**config.mk**
```make
export PLATFORM = sky130hd
export DESIGN_NAME = spc_serial_port_config_regs
export DESIGN_NICKNAME = d
export VERILOG_FILES = /design/src/inc/spc_pkg.sv /design/src/rtl/spc_serial_port_config_regs.sv
export VERILOG_INCLUDE_DIRS = /design/src /design/src/inc
export SDC_FILE = /design/constraint.sdc
export NUM_CORES = 1
export LEC_CHECK = 0
export ABC_AREA = 0
export BUFFER_PORTS_ARGS = -buffer_cell sky130_fd_sc_hd__buf_2
export CAP_MARGIN = 20
export CORE_ASPECT_RATIO = 0.75
export CORE_UTILIZATION = 40
export CTS_CLUSTER_DIAMETER = 40
export DETAILED_ROUTE_END_ITERATION = 8
export REMOVE_ABC_BUFFERS = 1
export SLEW_MARGIN = 20
export SYNTH_ARGS = -nofsm -noshare
export SYNTH_HDL_FRONTEND = slang
export SYNTH_SLANG_ARGS = --single-unit
```
**constraint.sdc**
```tcl
create_clock -name I_CLOCK -period 4.3 [get_ports I_CLOCK]
set_input_delay 0.645 -clock I_CLOCK [delete_from_list [all_inputs] [get_ports I_CLOCK]]
set_output_delay 0.645 -clock I_CLOCK [all_outputs]
set_load 0.1 [all_outputs]
```
**src/inc/spc_map.svh**
```systemverilog
// offsets, field positions, reset values and counts of the serial port config bank
`ifndef SPC_MAP_SVH
`define SPC_MAP_SVH
`define SPC_ADDR_CONFIG 13'h000
`define SPC_ADDR_REVISION 13'h002
`define SPC_ADDR_VARIANT 13'h003
`define SPC_ADDR_RB_SEL 13'h004
`define SPC_CFG_SEP_OUT 7
`define SPC_CFG_LSB_FIRST 6
`define SPC_CFG_SOFT_RST 5
`define SPC_RB_SEL_BIT 0
`define SPC_CFG_RESET 3'h0
`define SPC_RB_SEL_RESET 1'h0
`define SPC_INSTR_LAST 5'h0f
`define SPC_BYTE_LAST 5'h07
`define SPC_WLEN_STREAM 2'h3
`define SPC_PIN_RESET 4'h2
`endif

```
**src/inc/spc_pkg.sv**
```systemverilog
// types shared by the serial port config bank
package spc_pkg;
   typedef struct packed {
      logic rd;
      logic [1:0] wlen;
      logic [12:0] addr;
   } spc_instr_t;

   typedef struct packed {
      logic en;
      logic [12:0] addr;
      logic [7:0] data;
   } spc_wr_t;

   typedef enum logic [3:0] {
      ST_IDLE = 4'b0001,
      ST_INSTR = 4'b0010,
      ST_DATA = 4'b0100,
      ST_DONE = 4'b1000
   } spc_state_t;
endpackage

```
**src/rtl/spc_serial_port_config_regs.sv**
```systemverilog
// serial control port slave with the configuration and identification register bank
`include "spc_map.svh"

// Function
// with the pin-mode bit clear, reads go out on the two-way data pin and the serial out pin floats.
// with the pin-mode bit set, reads go out on the serial out pin and writes come in on the data pin.
// with the order bit clear, bits shift msb first and the address steps down per byte.
// with the order bit set, bits shift lsb first and the address steps up per byte.
// in i2c mode the order and address-direction bit has no effect.
// writing one to the soft-reset bit restores the other registers to defaults.
// the soft-reset bit clears itself on the first serial clock after its write completes.
// soft reset leaves the configuration register itself unchanged.
// the host writes the low nibble of the configuration byte as the mirror of the high nibble.
// a read-only register reports the silicon revision.
// a read-only register holds the fixed variant identifier.
// bit 0 of the readback select register picks buffer (0) or active (1) registers for reads; here it only drives O_READBACK_ACTIVE, reads ignore it.
// writes to unused bits are ignored and those bits read back as zero.
module spc_serial_port_config_regs
   import spc_pkg::*;
#(
   parameter logic [7:0] REVISION_ID = 8'h01, // arbitrary value
   parameter logic [7:0] VARIANT_ID = 8'h5a // arbitrary value
) (
   input wire logic I_CLOCK,
   input wire logic I_RST,
   input wire logic I_SCLK,
   input wire logic I_CS_N,
   input wire logic I_SDIO,
   output logic O_SDIO,
   output logic O_SDIO_OE,
   output logic O_SERIAL_OUT_PIN,
   output logic O_SERIAL_OUT_PIN_OE,
   input wire logic I_I2C_MODE,
   output logic O_SOFT_RESET,
   output logic O_READBACK_ACTIVE
);

   // pin synchronisers: a change counts once stages two and three agree
   logic [3:0] pin_raw;
   logic [3:0] s1_q;
   logic [3:0] s2_q;
   logic [3:0] s3_q;
   logic [3:0] lvl_q;
   logic sclk_prev_q;

   assign pin_raw = {I_I2C_MODE, I_SDIO, I_CS_N, I_SCLK};

   always_ff @(posedge I_CLOCK or posedge I_RST) begin
      if (I_RST) begin
         s1_q <= `SPC_PIN_RESET;
         s2_q <= `SPC_PIN_RESET;
         s3_q <= `SPC_PIN_RESET;
         lvl_q <= `SPC_PIN_RESET;
         sclk_prev_q <= 1'b0;
      end else begin
         s1_q <= pin_raw;
         s2_q <= s1_q;
         s3_q <= s2_q;
         lvl_q <= (s2_q & s3_q) | (lvl_q & (s2_q | s3_q));
         sclk_prev_q <= lvl_q[0];
      end
   end

   logic sclk_rise;
   logic sclk_fall;
   logic cs_active;
   logic sdi;
   logic i2c_mode;

   assign sclk_rise = lvl_q[0] & ~sclk_prev_q;
   assign sclk_fall = ~lvl_q[0] & sclk_prev_q;
   assign cs_active = ~lvl_q[1];
   assign sdi = lvl_q[2];
   assign i2c_mode = lvl_q[3];

   // configuration bits 7..5 and readback select
   logic [2:0] cfg_q;
   logic rb_sel_q;
   logic soft_pend_q;
   logic soft_rst_q;
   logic eff_lsb;

   assign eff_lsb = cfg_q[`SPC_CFG_LSB_FIRST - 5] & ~i2c_mode;

   // register read mux
   function automatic logic [7:0] rd_byte(input logic [12:0] a);
      logic [7:0] v;
      v = 8'h00;
      unique case (a)
         `SPC_ADDR_CONFIG: v = {cfg_q, 1'b0, 1'b0, cfg_q[0], cfg_q[1], cfg_q[2]};
         `SPC_ADDR_REVISION: v = REVISION_ID;
         `SPC_ADDR_VARIANT: v = VARIANT_ID;
         `SPC_ADDR_RB_SEL: v = {7'h00, rb_sel_q};
         default: v = 8'h00;
      endcase
      return v;
   endfunction

   // frame engine
   spc_state_t state_q;
   spc_instr_t ins_q;
   spc_wr_t wr_q;
   logic [15:0] sh_q;
   logic [15:0] sh_d;
   logic [4:0] cnt_q;
   logic [1:0] left_q;
   logic [7:0] tx_q;
   logic frame_lsb_q;
   logic [12:0] next_addr;
   logic [7:0] rx_byte;
   spc_instr_t ins_d;

   // order is frozen for the whole frame so a config write cannot split a byte
   assign sh_d = frame_lsb_q ? {sdi, sh_q[15:1]} : {sh_q[14:0], sdi};
   assign rx_byte = frame_lsb_q ? sh_d[15:8] : sh_d[7:0];
   assign ins_d = spc_instr_t'(sh_d);
   assign next_addr = frame_lsb_q ? ins_q.addr + 13'h0001 : ins_q.addr - 13'h0001;

   always_ff @(posedge I_CLOCK or posedge I_RST) begin
      if (I_RST) begin
         state_q <= ST_IDLE;
         ins_q <= '0;
         wr_q <= '0;
         sh_q <= 16'h0000;
         cnt_q <= 5'h00;
         left_q <= 2'h0;
         tx_q <= 8'h00;
         frame_lsb_q <= 1'b0;
      end else begin
         wr_q.en <= 1'b0;
         if (!cs_active) begin
            state_q <= ST_IDLE;
            cnt_q <= 5'h00;
            frame_lsb_q <= eff_lsb;
         end else begin
            unique case (state_q)
               ST_IDLE, ST_INSTR: begin
                  if (sclk_rise) begin
                     sh_q <= sh_d;
                     if (cnt_q == `SPC_INSTR_LAST) begin
                        cnt_q <= 5'h00;
                        ins_q <= ins_d;
                        left_q <= ins_d.wlen;
                        tx_q <= rd_byte(ins_d.addr);
                        state_q <= ST_DATA;
                     end else begin
                        cnt_q <= cnt_q + 5'h01;
                        state_q <= ST_INSTR;
                     end
                  end
               end
               ST_DATA: begin
                  if (sclk_rise) begin
                     sh_q <= sh_d;
                     if (cnt_q == `SPC_BYTE_LAST) begin
                        cnt_q <= 5'h00;
                        if (!ins_q.rd) begin
                           wr_q.en <= 1'b1;
                           wr_q.addr <= ins_q.addr;
                           wr_q.data <= rx_byte;
                        end
                        ins_q.addr <= next_addr;
                        tx_q <= rd_byte(next_addr);
                        if (left_q != `SPC_WLEN_STREAM) begin
                           left_q <= left_q - 2'h1;
                           if (left_q == 2'h0) begin
                              state_q <= ST_DONE;
                           end
                        end
                     end else begin
                        cnt_q <= cnt_q + 5'h01;
                     end
                  end else if (sclk_fall && ins_q.rd) begin
                     tx_q <= frame_lsb_q ? {1'b0, tx_q[7:1]} : {tx_q[6:0], 1'b0};
                  end
               end
               ST_DONE: begin
                  // extra clocks past the byte count are ignored until chip select rises
                  state_q <= ST_DONE;
               end
            endcase
         end
      end
   end

   // read data drive: launched on the falling serial clock, sampled by the host late in the high phase
   logic rd_phase;
   logic out_bit;

   assign rd_phase = (state_q == ST_DATA) && ins_q.rd;
   assign out_bit = frame_lsb_q ? tx_q[0] : tx_q[7];

   always_ff @(posedge I_CLOCK or posedge I_RST) begin
      if (I_RST) begin
         O_SDIO <= 1'b0;
         O_SDIO_OE <= 1'b0;
         O_SERIAL_OUT_PIN <= 1'b0;
         O_SERIAL_OUT_PIN_OE <= 1'b0;
      end else if (!cs_active) begin
         O_SDIO_OE <= 1'b0;
         O_SERIAL_OUT_PIN_OE <= 1'b0;
      end else if (sclk_fall) begin
         O_SDIO <= out_bit;
         O_SERIAL_OUT_PIN <= out_bit;
         O_SDIO_OE <= rd_phase & ~cfg_q[`SPC_CFG_SEP_OUT - 5];
         O_SERIAL_OUT_PIN_OE <= rd_phase & cfg_q[`SPC_CFG_SEP_OUT - 5];
      end
   end

   // register bank and soft reset
   always_ff @(posedge I_CLOCK or posedge I_RST) begin
      if (I_RST) begin
         cfg_q <= `SPC_CFG_RESET;
         rb_sel_q <= `SPC_RB_SEL_RESET;
         soft_pend_q <= 1'b0;
         soft_rst_q <= 1'b0;
      end else begin
         soft_rst_q <= 1'b0;
         // write commit lags the rise by a cycle, so this waits for the next clock
         if (soft_pend_q && sclk_rise) begin
            soft_pend_q <= 1'b0;
            cfg_q[`SPC_CFG_SOFT_RST - 5] <= 1'b0;
            rb_sel_q <= `SPC_RB_SEL_RESET;
            soft_rst_q <= 1'b1;
         end
         if (wr_q.en) begin
            unique case (wr_q.addr)
               `SPC_ADDR_CONFIG: begin
                  // low nibble is only a mirror and bit 4 is unused
                  cfg_q <= wr_q.data[7:5];
                  soft_pend_q <= wr_q.data[`SPC_CFG_SOFT_RST];
               end
               `SPC_ADDR_RB_SEL: rb_sel_q <= wr_q.data[`SPC_RB_SEL_BIT];
               default: ;
            endcase
         end
      end
   end

   assign O_SOFT_RESET = soft_rst_q;
   assign O_READBACK_ACTIVE = rb_sel_q;
endmodule

```
==> results.md, run 1 <==
- Drt pass-1 iters: 4
- CTS tree: yes
- Worst Tran Pin Value: 920 ps
- Maximum resistive drop on vdd: approximately 250 uV
- Post-synth EDFFs: 0
- Routability-driven placement congestion ratio: roughly 0.91
- Max-cap violations: 0
- Finished Cell Area: around 5600 sq um
- Area leader, netlist: dfrtp_1
- CTS Root Cell: clkbuf_16
- # hold bufs at CTS: 0
- Ant. Diodes: 0
- Synth area leaders: dfrtp_1, nand2_1, mux2i_1, ha_1, nor2_1
- Outcome: finished, final reports clean
- IO Port Bufs: 11
- DIE AREA: about 13,000 sq um
- Worst setup EP type: flop
- RSZ-0062 raised after global routing: false
- CP required: ~4500 ps
- Clock transition at the registers of the reported paths: around 70 ps
- Core area: around 12,000 sq um
- Pins Over Slew Limit: 0
- Post-synthesis compound-gate area fraction: 0.162
- Vias: ~4,000
- Synth cell count leaders: dfrtp_1, nand2_1, nor2_1
- Number of gates resized after cts: 0
- Synth Area per Inst: 9.35 sq um
- Final Critical Period: between 3000 and 4000 ps
- DR DRC count: 0
- Antenna-violating nets left: 0
- Die width: about 130 microns
- Leakage: 2.35 nW
- Ys Warns: 0
- Post-synthesis mux area share: 0.0728
- RR Startpoint: frame_lsb_q
- Final setup vio count: 0
- Vias in the first global route: between 3,000 and 4,000
- FMAX: just under 300 MHz
- Slew headroom: 0.387
- Initial Util: 0.412
- Inserted Clock Buffers: 9
- Post-synth top area share: 0.438
- DP Area: ~5300 sq um
- Post-route setup slack: 902 ps
- PD cells: ~600 nW/um^2
- Post-Synth Simple-Gate Area: 0.186
- CTS max path bufs: 2
- Cell with the most instances after synthesis: dfrtp_1
- Synth Area in Adders: 0.0585
- Hold path startpoint: s1_q[2]
- Hold Path Sink: s2_q[2]
- Post-CTS Setup Inserts: 0
- Initial antenna violation count: 0
- Total grt overflow: 0
- Cell area after synthesis: roughly 5100 sq um
- Synth cell types: 64
- Prevailing post-synth register cell: dfrtp_1
- Critical path arrival: 3640 ps
- First-pass GRT wire length: about 20 mm
- Starting DRT DRC Count: about 270
- FILL cells: 1,207
- Overall power: about 0.0033 W
- Seq/Total Area, Yosys: 0.463
- Mapped Cells: 544
- Fin crit share: 0.790
- WHS Path Cells: 0
- Async SR Flop Fraction: 1.00
- Final setup skew: ~8.6 ps
- Die Y-Extent: around 100 microns
- # IOs: 12
- Final Hold Viols: 0
- Pin count of the biggest net entering global routing: 74
- Drt wl/cell: approximately 17 microns
- Worst setup SP type: flop
- Crit Reg-Reg Endpoint: tx_q[1]
- Layout Nets: 574
- CTS Sinks: 94
- # rows: 35
- Tot GR Track Use: 0.196
- Dpl cells: roughly 700
- Layout cell share with drive strength beyond 1: 0.108
- Clk_lat worst skew: between 300 and 400 ps
- Xor and xnor area share after synthesis: 0.0221
- Detail Placement HPWL: ~8.6 mm
- Area Growth Syn to Fin: 9.91%
- Final wirelength: between 10 and 15 mm
- Post-Layout Cell Count: ~720
- Main combinational cell family by area after synthesis: simple AND/OR/NAND/NOR gates
- Hold Crit Class: flop to flop
- Worst Reg2Reg Path Length in Cells: 9
- Yosys reg bits: 94
- Worst Path Max Fanout: 34
- Pre-CTS setup slack: about 970 ps
- R2R Setup Slk: around 900 ps
- Critical path class: flop to flop
- H-tree depth: 3
- Setup TNS: 0 ps
- Vias/cell: ~5.5
[metal layers]
| layer | up-vias | routed length, microns | track usage | share of wire |
|---|---|---|---|---|
| met3 | 13 | 680 | 0.0556 | 0.056 |
| met1 | 1924 | 6080 | 0.277 | 0.50 |
| met2 | 96 | 5190 | 0.292 | 0.43 |
| met5 | - | 0 | 0 | 0 |
| met4 | 0 | 138 | 0.0584 | 0.011 |
| li1 | 1933 | - | - | - |
[how the worst max path moves through the flow]
stage / from / to / slack [ps] / cells after the start
finish: frame_lsb_q / tx_q[1] / 900 / 9
global route: frame_lsb_q / tx_q[1] / 700 / 9
CTS: frame_lsb_q / tx_q[1] / 950 / 9
detailed placement: frame_lsb_q / tx_q[1] / 970 / 9
global placement: frame_lsb_q / tx_q[1] / 1130 / 9
floorplan: frame_lsb_q / tx_q[1] / 490 / 9
[stage by stage]
stage	hold slack (ps)	util
floorplan	331	-
global placement	332	0.429
detailed placement	340	0.429
CTS	357	0.453
global route	359	0.453
finish	353	0.453
[where the power goes]
part	total, W	internal (W)	switching (W)
combinational	0.00132	0.000493	0.000822
sequential	0.00124	0.00105	0.000187
clock	0.000787	0.000418	0.000368
[layout make-up]
type	count	area [sq um]	area share
clock buffer	10	239	0.0427
clock inverter	6	55.1	0.00984
inverter	18	70.1	0.0125
multi-input combinational	408	2560	0.458
sequential	94	2360	0.422
tap	166	208	0.0371
timing repair buffer	17	100	0.0179
[logic make-up after synthesis]
family,Yosys count
buffers and inverters,42
AOI/OAI and AO/OA,133
and+or+nand+nor,203
muxes,36
DFF,94
xor gates and xnor gates,12
adders and majority gates,24
[sequential cells by signal, summed over array words and instances (netlist names)]
register,cells
O_READBACK_ACTIVE,1
O_SDIO_OE,1
O_SERIAL_OUT_PIN,1
O_SERIAL_OUT_PIN_OE,1
O_SOFT_RESET,1
cfg_q,3
cnt_q,5
frame_lsb_q,1
ins_q,14
left_q,2
lvl_q,4
s1_q,4
s2_q,4
s3_q,4
sclk_prev_q,1
sh_q,16
soft_pend_q,1
state_q,4
tx_q,8
wr_q,18
[cells in the final DEF, fill, tap and decap left out, types with 6 or more instances in the layout]
| master | n |
|---|---|
| mux2_2 | 8 |
| nor2_1 | 60 |
| nand3_1 | 7 |
| buf_4 | 6 |
| a21oi_1 | 42 |
| nor3_1 | 8 |
| dfrtp_1 | 89 |
| a31oi_1 | 6 |
| inv_1 | 17 |
| clkbuf_16 | 9 |
| nand4_1 | 9 |
| o21ai_0 | 38 |
| xnor2_1 | 8 |
| ha_1 | 19 |
| mux2i_1 | 28 |
| nand2_1 | 79 |
| buf_2 | 11 |
[worst max-delay path, cell delays in order (launching register included)]
cell,delay [ps]
dfrtp_1,380
buf_4,300
fa_1,470
nand2b_1,200
a211oi_2,340
o21a_1,290
o41ai_1,120
a311oi_1,540
nand2_1,250
o41ai_1,400
No activity file was read; power rests on OpenSTA's default activity.
==> inputs of run 2 (changes only) <==
==> constraint.sdc (replaced) <==
create_clock -name I_CLOCK -period 2.9 [get_ports I_CLOCK]
set_input_delay 0.435 -clock I_CLOCK [delete_from_list [all_inputs] [get_ports I_CLOCK]]
set_output_delay 0.435 -clock I_CLOCK [all_outputs]
set_load 0.1 [all_outputs]
==> run 2 against run 1 <==
  * Global-route usage grew 0.26 points
  * Register-to-register slack lost 780 ps
  * Flip-flop and latch count is the same
  * Critical path type unchanged
  * Clock skew shrank 5.6 ps
  * Total power grew 59%
  * Critical path depth grew 2
  * Via count is 1.5% higher
  * Hold slack lost 240 ps
==> results.md, run 2 (same netlist as run 1, synthesis figures left out) <==
- PD cells: 903 nW/um^2 (+51%)
- # IOs: 12 (unchanged)
- CP Cell Sequence: clkinvlp_4, buf_4, ha_1, a21oi_2, nand2_1, o21a_2, o41ai_4, a311oi_4, buf_4, mux2_2, o21ai_0
- Worst Tran Pin Value: 782 ps (-138 ps)
- Most common cell after layout, fill and taps aside: dfrtp_1
- Final Hold Viols: 0 (unchanged)
- Inserted Clock Buffers: 9 (unchanged)
- Critical path arrival: 3040 ps (-600 ps)
- # rows: 35 (unchanged)
- Final Critical Period: 2780 ps (-618 ps)
- Fin crit share: 0.959 (+0.168)
- Routability-driven placement congestion ratio: 0.899 (-1.4%)
- Overall power: 0.00532 W (+59%)
- RR Startpoint: frame_lsb_q
- Top reg by flops: wr_q
- Vias/cell: 5.44 (-1.3%)
- Most frequent cells in the layout: dfrtp_1, nand2_1, nor2_1
- # hold bufs at CTS: 0 (unchanged)
- Pins Over Slew Limit: 0 (unchanged)
- Vias: 4,027 (+1.5%)
- Initial antenna violation count: 0 (unchanged)
- Final wirelength: 12.2 mm (+0.79%)
- Hold Crit Class: primary input to async pin
- Worst setup EP type: flop
- Outcome: finished, final reports clean
- Crit Reg-Reg Endpoint: ins_q[12]
- FILL cells: 1,171 (-3.0%)
- Drt pass-1 iters: 5 (+1)
- DIE AREA: 13,200 sq um (unchanged)
- CP required: 3160 ps (-1380 ps)
- CTS max path bufs: 2 (unchanged)
- Max reg flops: 18 (unchanged)
- Die Y-Extent: 99.7 microns (unchanged)
- Area Growth Syn to Fin: 15.7%
- Post-Layout Cell Count: 740 (+2.9%)
- Initial Util: 0.412 (unchanged)
- Tot GR Track Use: 0.199 (+0.00261)
- Antenna-violating nets left: 0 (unchanged)
- Dpl cells: 719 (+2.3%)
- FF+latch area: 2360 sq um (unchanged)
- Worst setup SP type: flop
- Vias in the first global route: 3,738 (-1.2%)
- First-pass GRT wire length: 20.0 mm (+0.76%)
- Buf/Inv on CP: 3 (+2)
- Starting DRT DRC Count: 261 (-4.0%)
- Worst Reg2Reg Path Length in Cells: 11 (+2)
- FMAX: 360 MHz (+22%)
- Worst Path Max Fanout: 5 (-85%)
- DR DRC count: 0 (unchanged)
- Layout Nets: 595 (+3.7%)
- H-tree depth: 3 (unchanged)
- Clk_lat worst skew: 350 ps (about the same)
- Detail Placement HPWL: 8.66 mm (+0.62%)
- Layout cell share with drive strength beyond 1: 0.164 (+0.0553)
- CTS tree: yes
- IO Port Bufs: 11 (unchanged)
- Maximum resistive drop on vdd: 360 uV (+41%)
- Clock transition at the registers of the reported paths: 70 ps (about the same)
- Final setup vio count: 0 (unchanged)
- Core area: 12,300 sq um (unchanged)
- RSZ-0062 raised after global routing: true
- Pin count of the biggest net entering global routing: 57 (-23%)
- Crit-path slowest cell: o41ai_4
- Final setup skew: 2.96 ps (-5.61 ps)
- CTS Root Cell: clkbuf_16
- Die width: 132 microns (unchanged)
- Top Registers: wr_q (18), sh_q (16), ins_q (14)
- Max-cap violations: 0 (unchanged)
- Drt wl/cell: 16.5 microns (-2.1%)
- CTS Sinks: 94 (unchanged)
- Multi-input gate area: 2680 sq um (+4.7%)
- Crit-path leading delay family: compound AO/OA/AOI/OAI gates
- Slew headroom: 0.476 (+0.0894)
- Critical path class: flop to flop
- R2R Setup Slk: 120 ps (-780 ps)
- Ant. Diodes: 0 (unchanged)
- Total grt overflow: 0 (unchanged)
- Most frequent CP cell: buf_4
- Leakage: 2.47 nW (+5.0%)
- Crit path largest cell delay: 410 ps (-130 ps)
run 2: cell count changes in the layout (fill, tap and decap cells not counted), sizes merged:
cell / change
buf: +21
clkinv: -3
clkinvlp: +3
inv: -2
bufinv: +1
clkbuf: +1
run 2: layout make-up:
cell class / instances / area share
clock inverter: 5 / 0.00999
sequential: 94 / 0.401
multi-input combinational: 408 / 0.456
clock buffer: 11 / 0.0395
inverter: 18 / 0.0125
timing repair buffer: 38 / 0.0465
tap: 166 / 0.0353
run 2: stage by stage:
| step | utilization | hold WS, ps | setup WS (ps) | setup TNS (ps) | cell area, sq um |
|---|---|---|---|---|---|
| finish | 0.477 | 116 | 120 | 0 | 5890 |
| global route | 0.477 | 165 | -48.3 | -115 | 5890 |
| CTS | 0.467 | 141 | 45.3 | 0 | 5770 |
| detailed placement | 0.441 | 338 | -28.7 | -33.7 | 5440 |
| global placement | 0.440 | 331 | 14.5 | 0 | 5430 |
| floorplan | - | 331 | -907 | -18080 | 4980 |
run 2: routing by layer:
| layer | share of wire | GRT usage | vias to the layer above |
|---|---|---|---|
| met5 | 0 | 0 | - |
| met4 | 0.012 | 0.0725 | 0 |
| met3 | 0.037 | 0.0387 | 12 |
| met2 | 0.41 | 0.270 | 99 |
| met1 | 0.54 | 0.308 | 1939 |
| li1 | - | - | 1977 |
run 2: how the worst max path moves through the flow:
stage                start        end  slack, ps  cells past startpoint
6_report       frame_lsb_q  ins_q[12]        120                     11
5_1_grt        frame_lsb_q  ins_q[12]        -50                     11
4_1_cts        frame_lsb_q    tx_q[2]         50                     10
3_5_place_dp   frame_lsb_q    tx_q[1]        -30                     10
3_3_place_gp   frame_lsb_q    tx_q[1]         10                     10
2_1_floorplan  frame_lsb_q    tx_q[1]       -910                      9
run 2: power by group:
| part | switching, W | internal, W |
|---|---|---|
| clock network | 0.000534 | 0.000671 |
| registers | 0.000288 | 0.00156 |
| logic | 0.00133 | 0.000940 |
| total | 0.00215 | 0.00317 |
run 2: repair_timing:
item	CTS	global route
resized for setup	2	19
endpoints found under the setup margin	5	9
pin swaps	0	6
buffers inserted	4	1
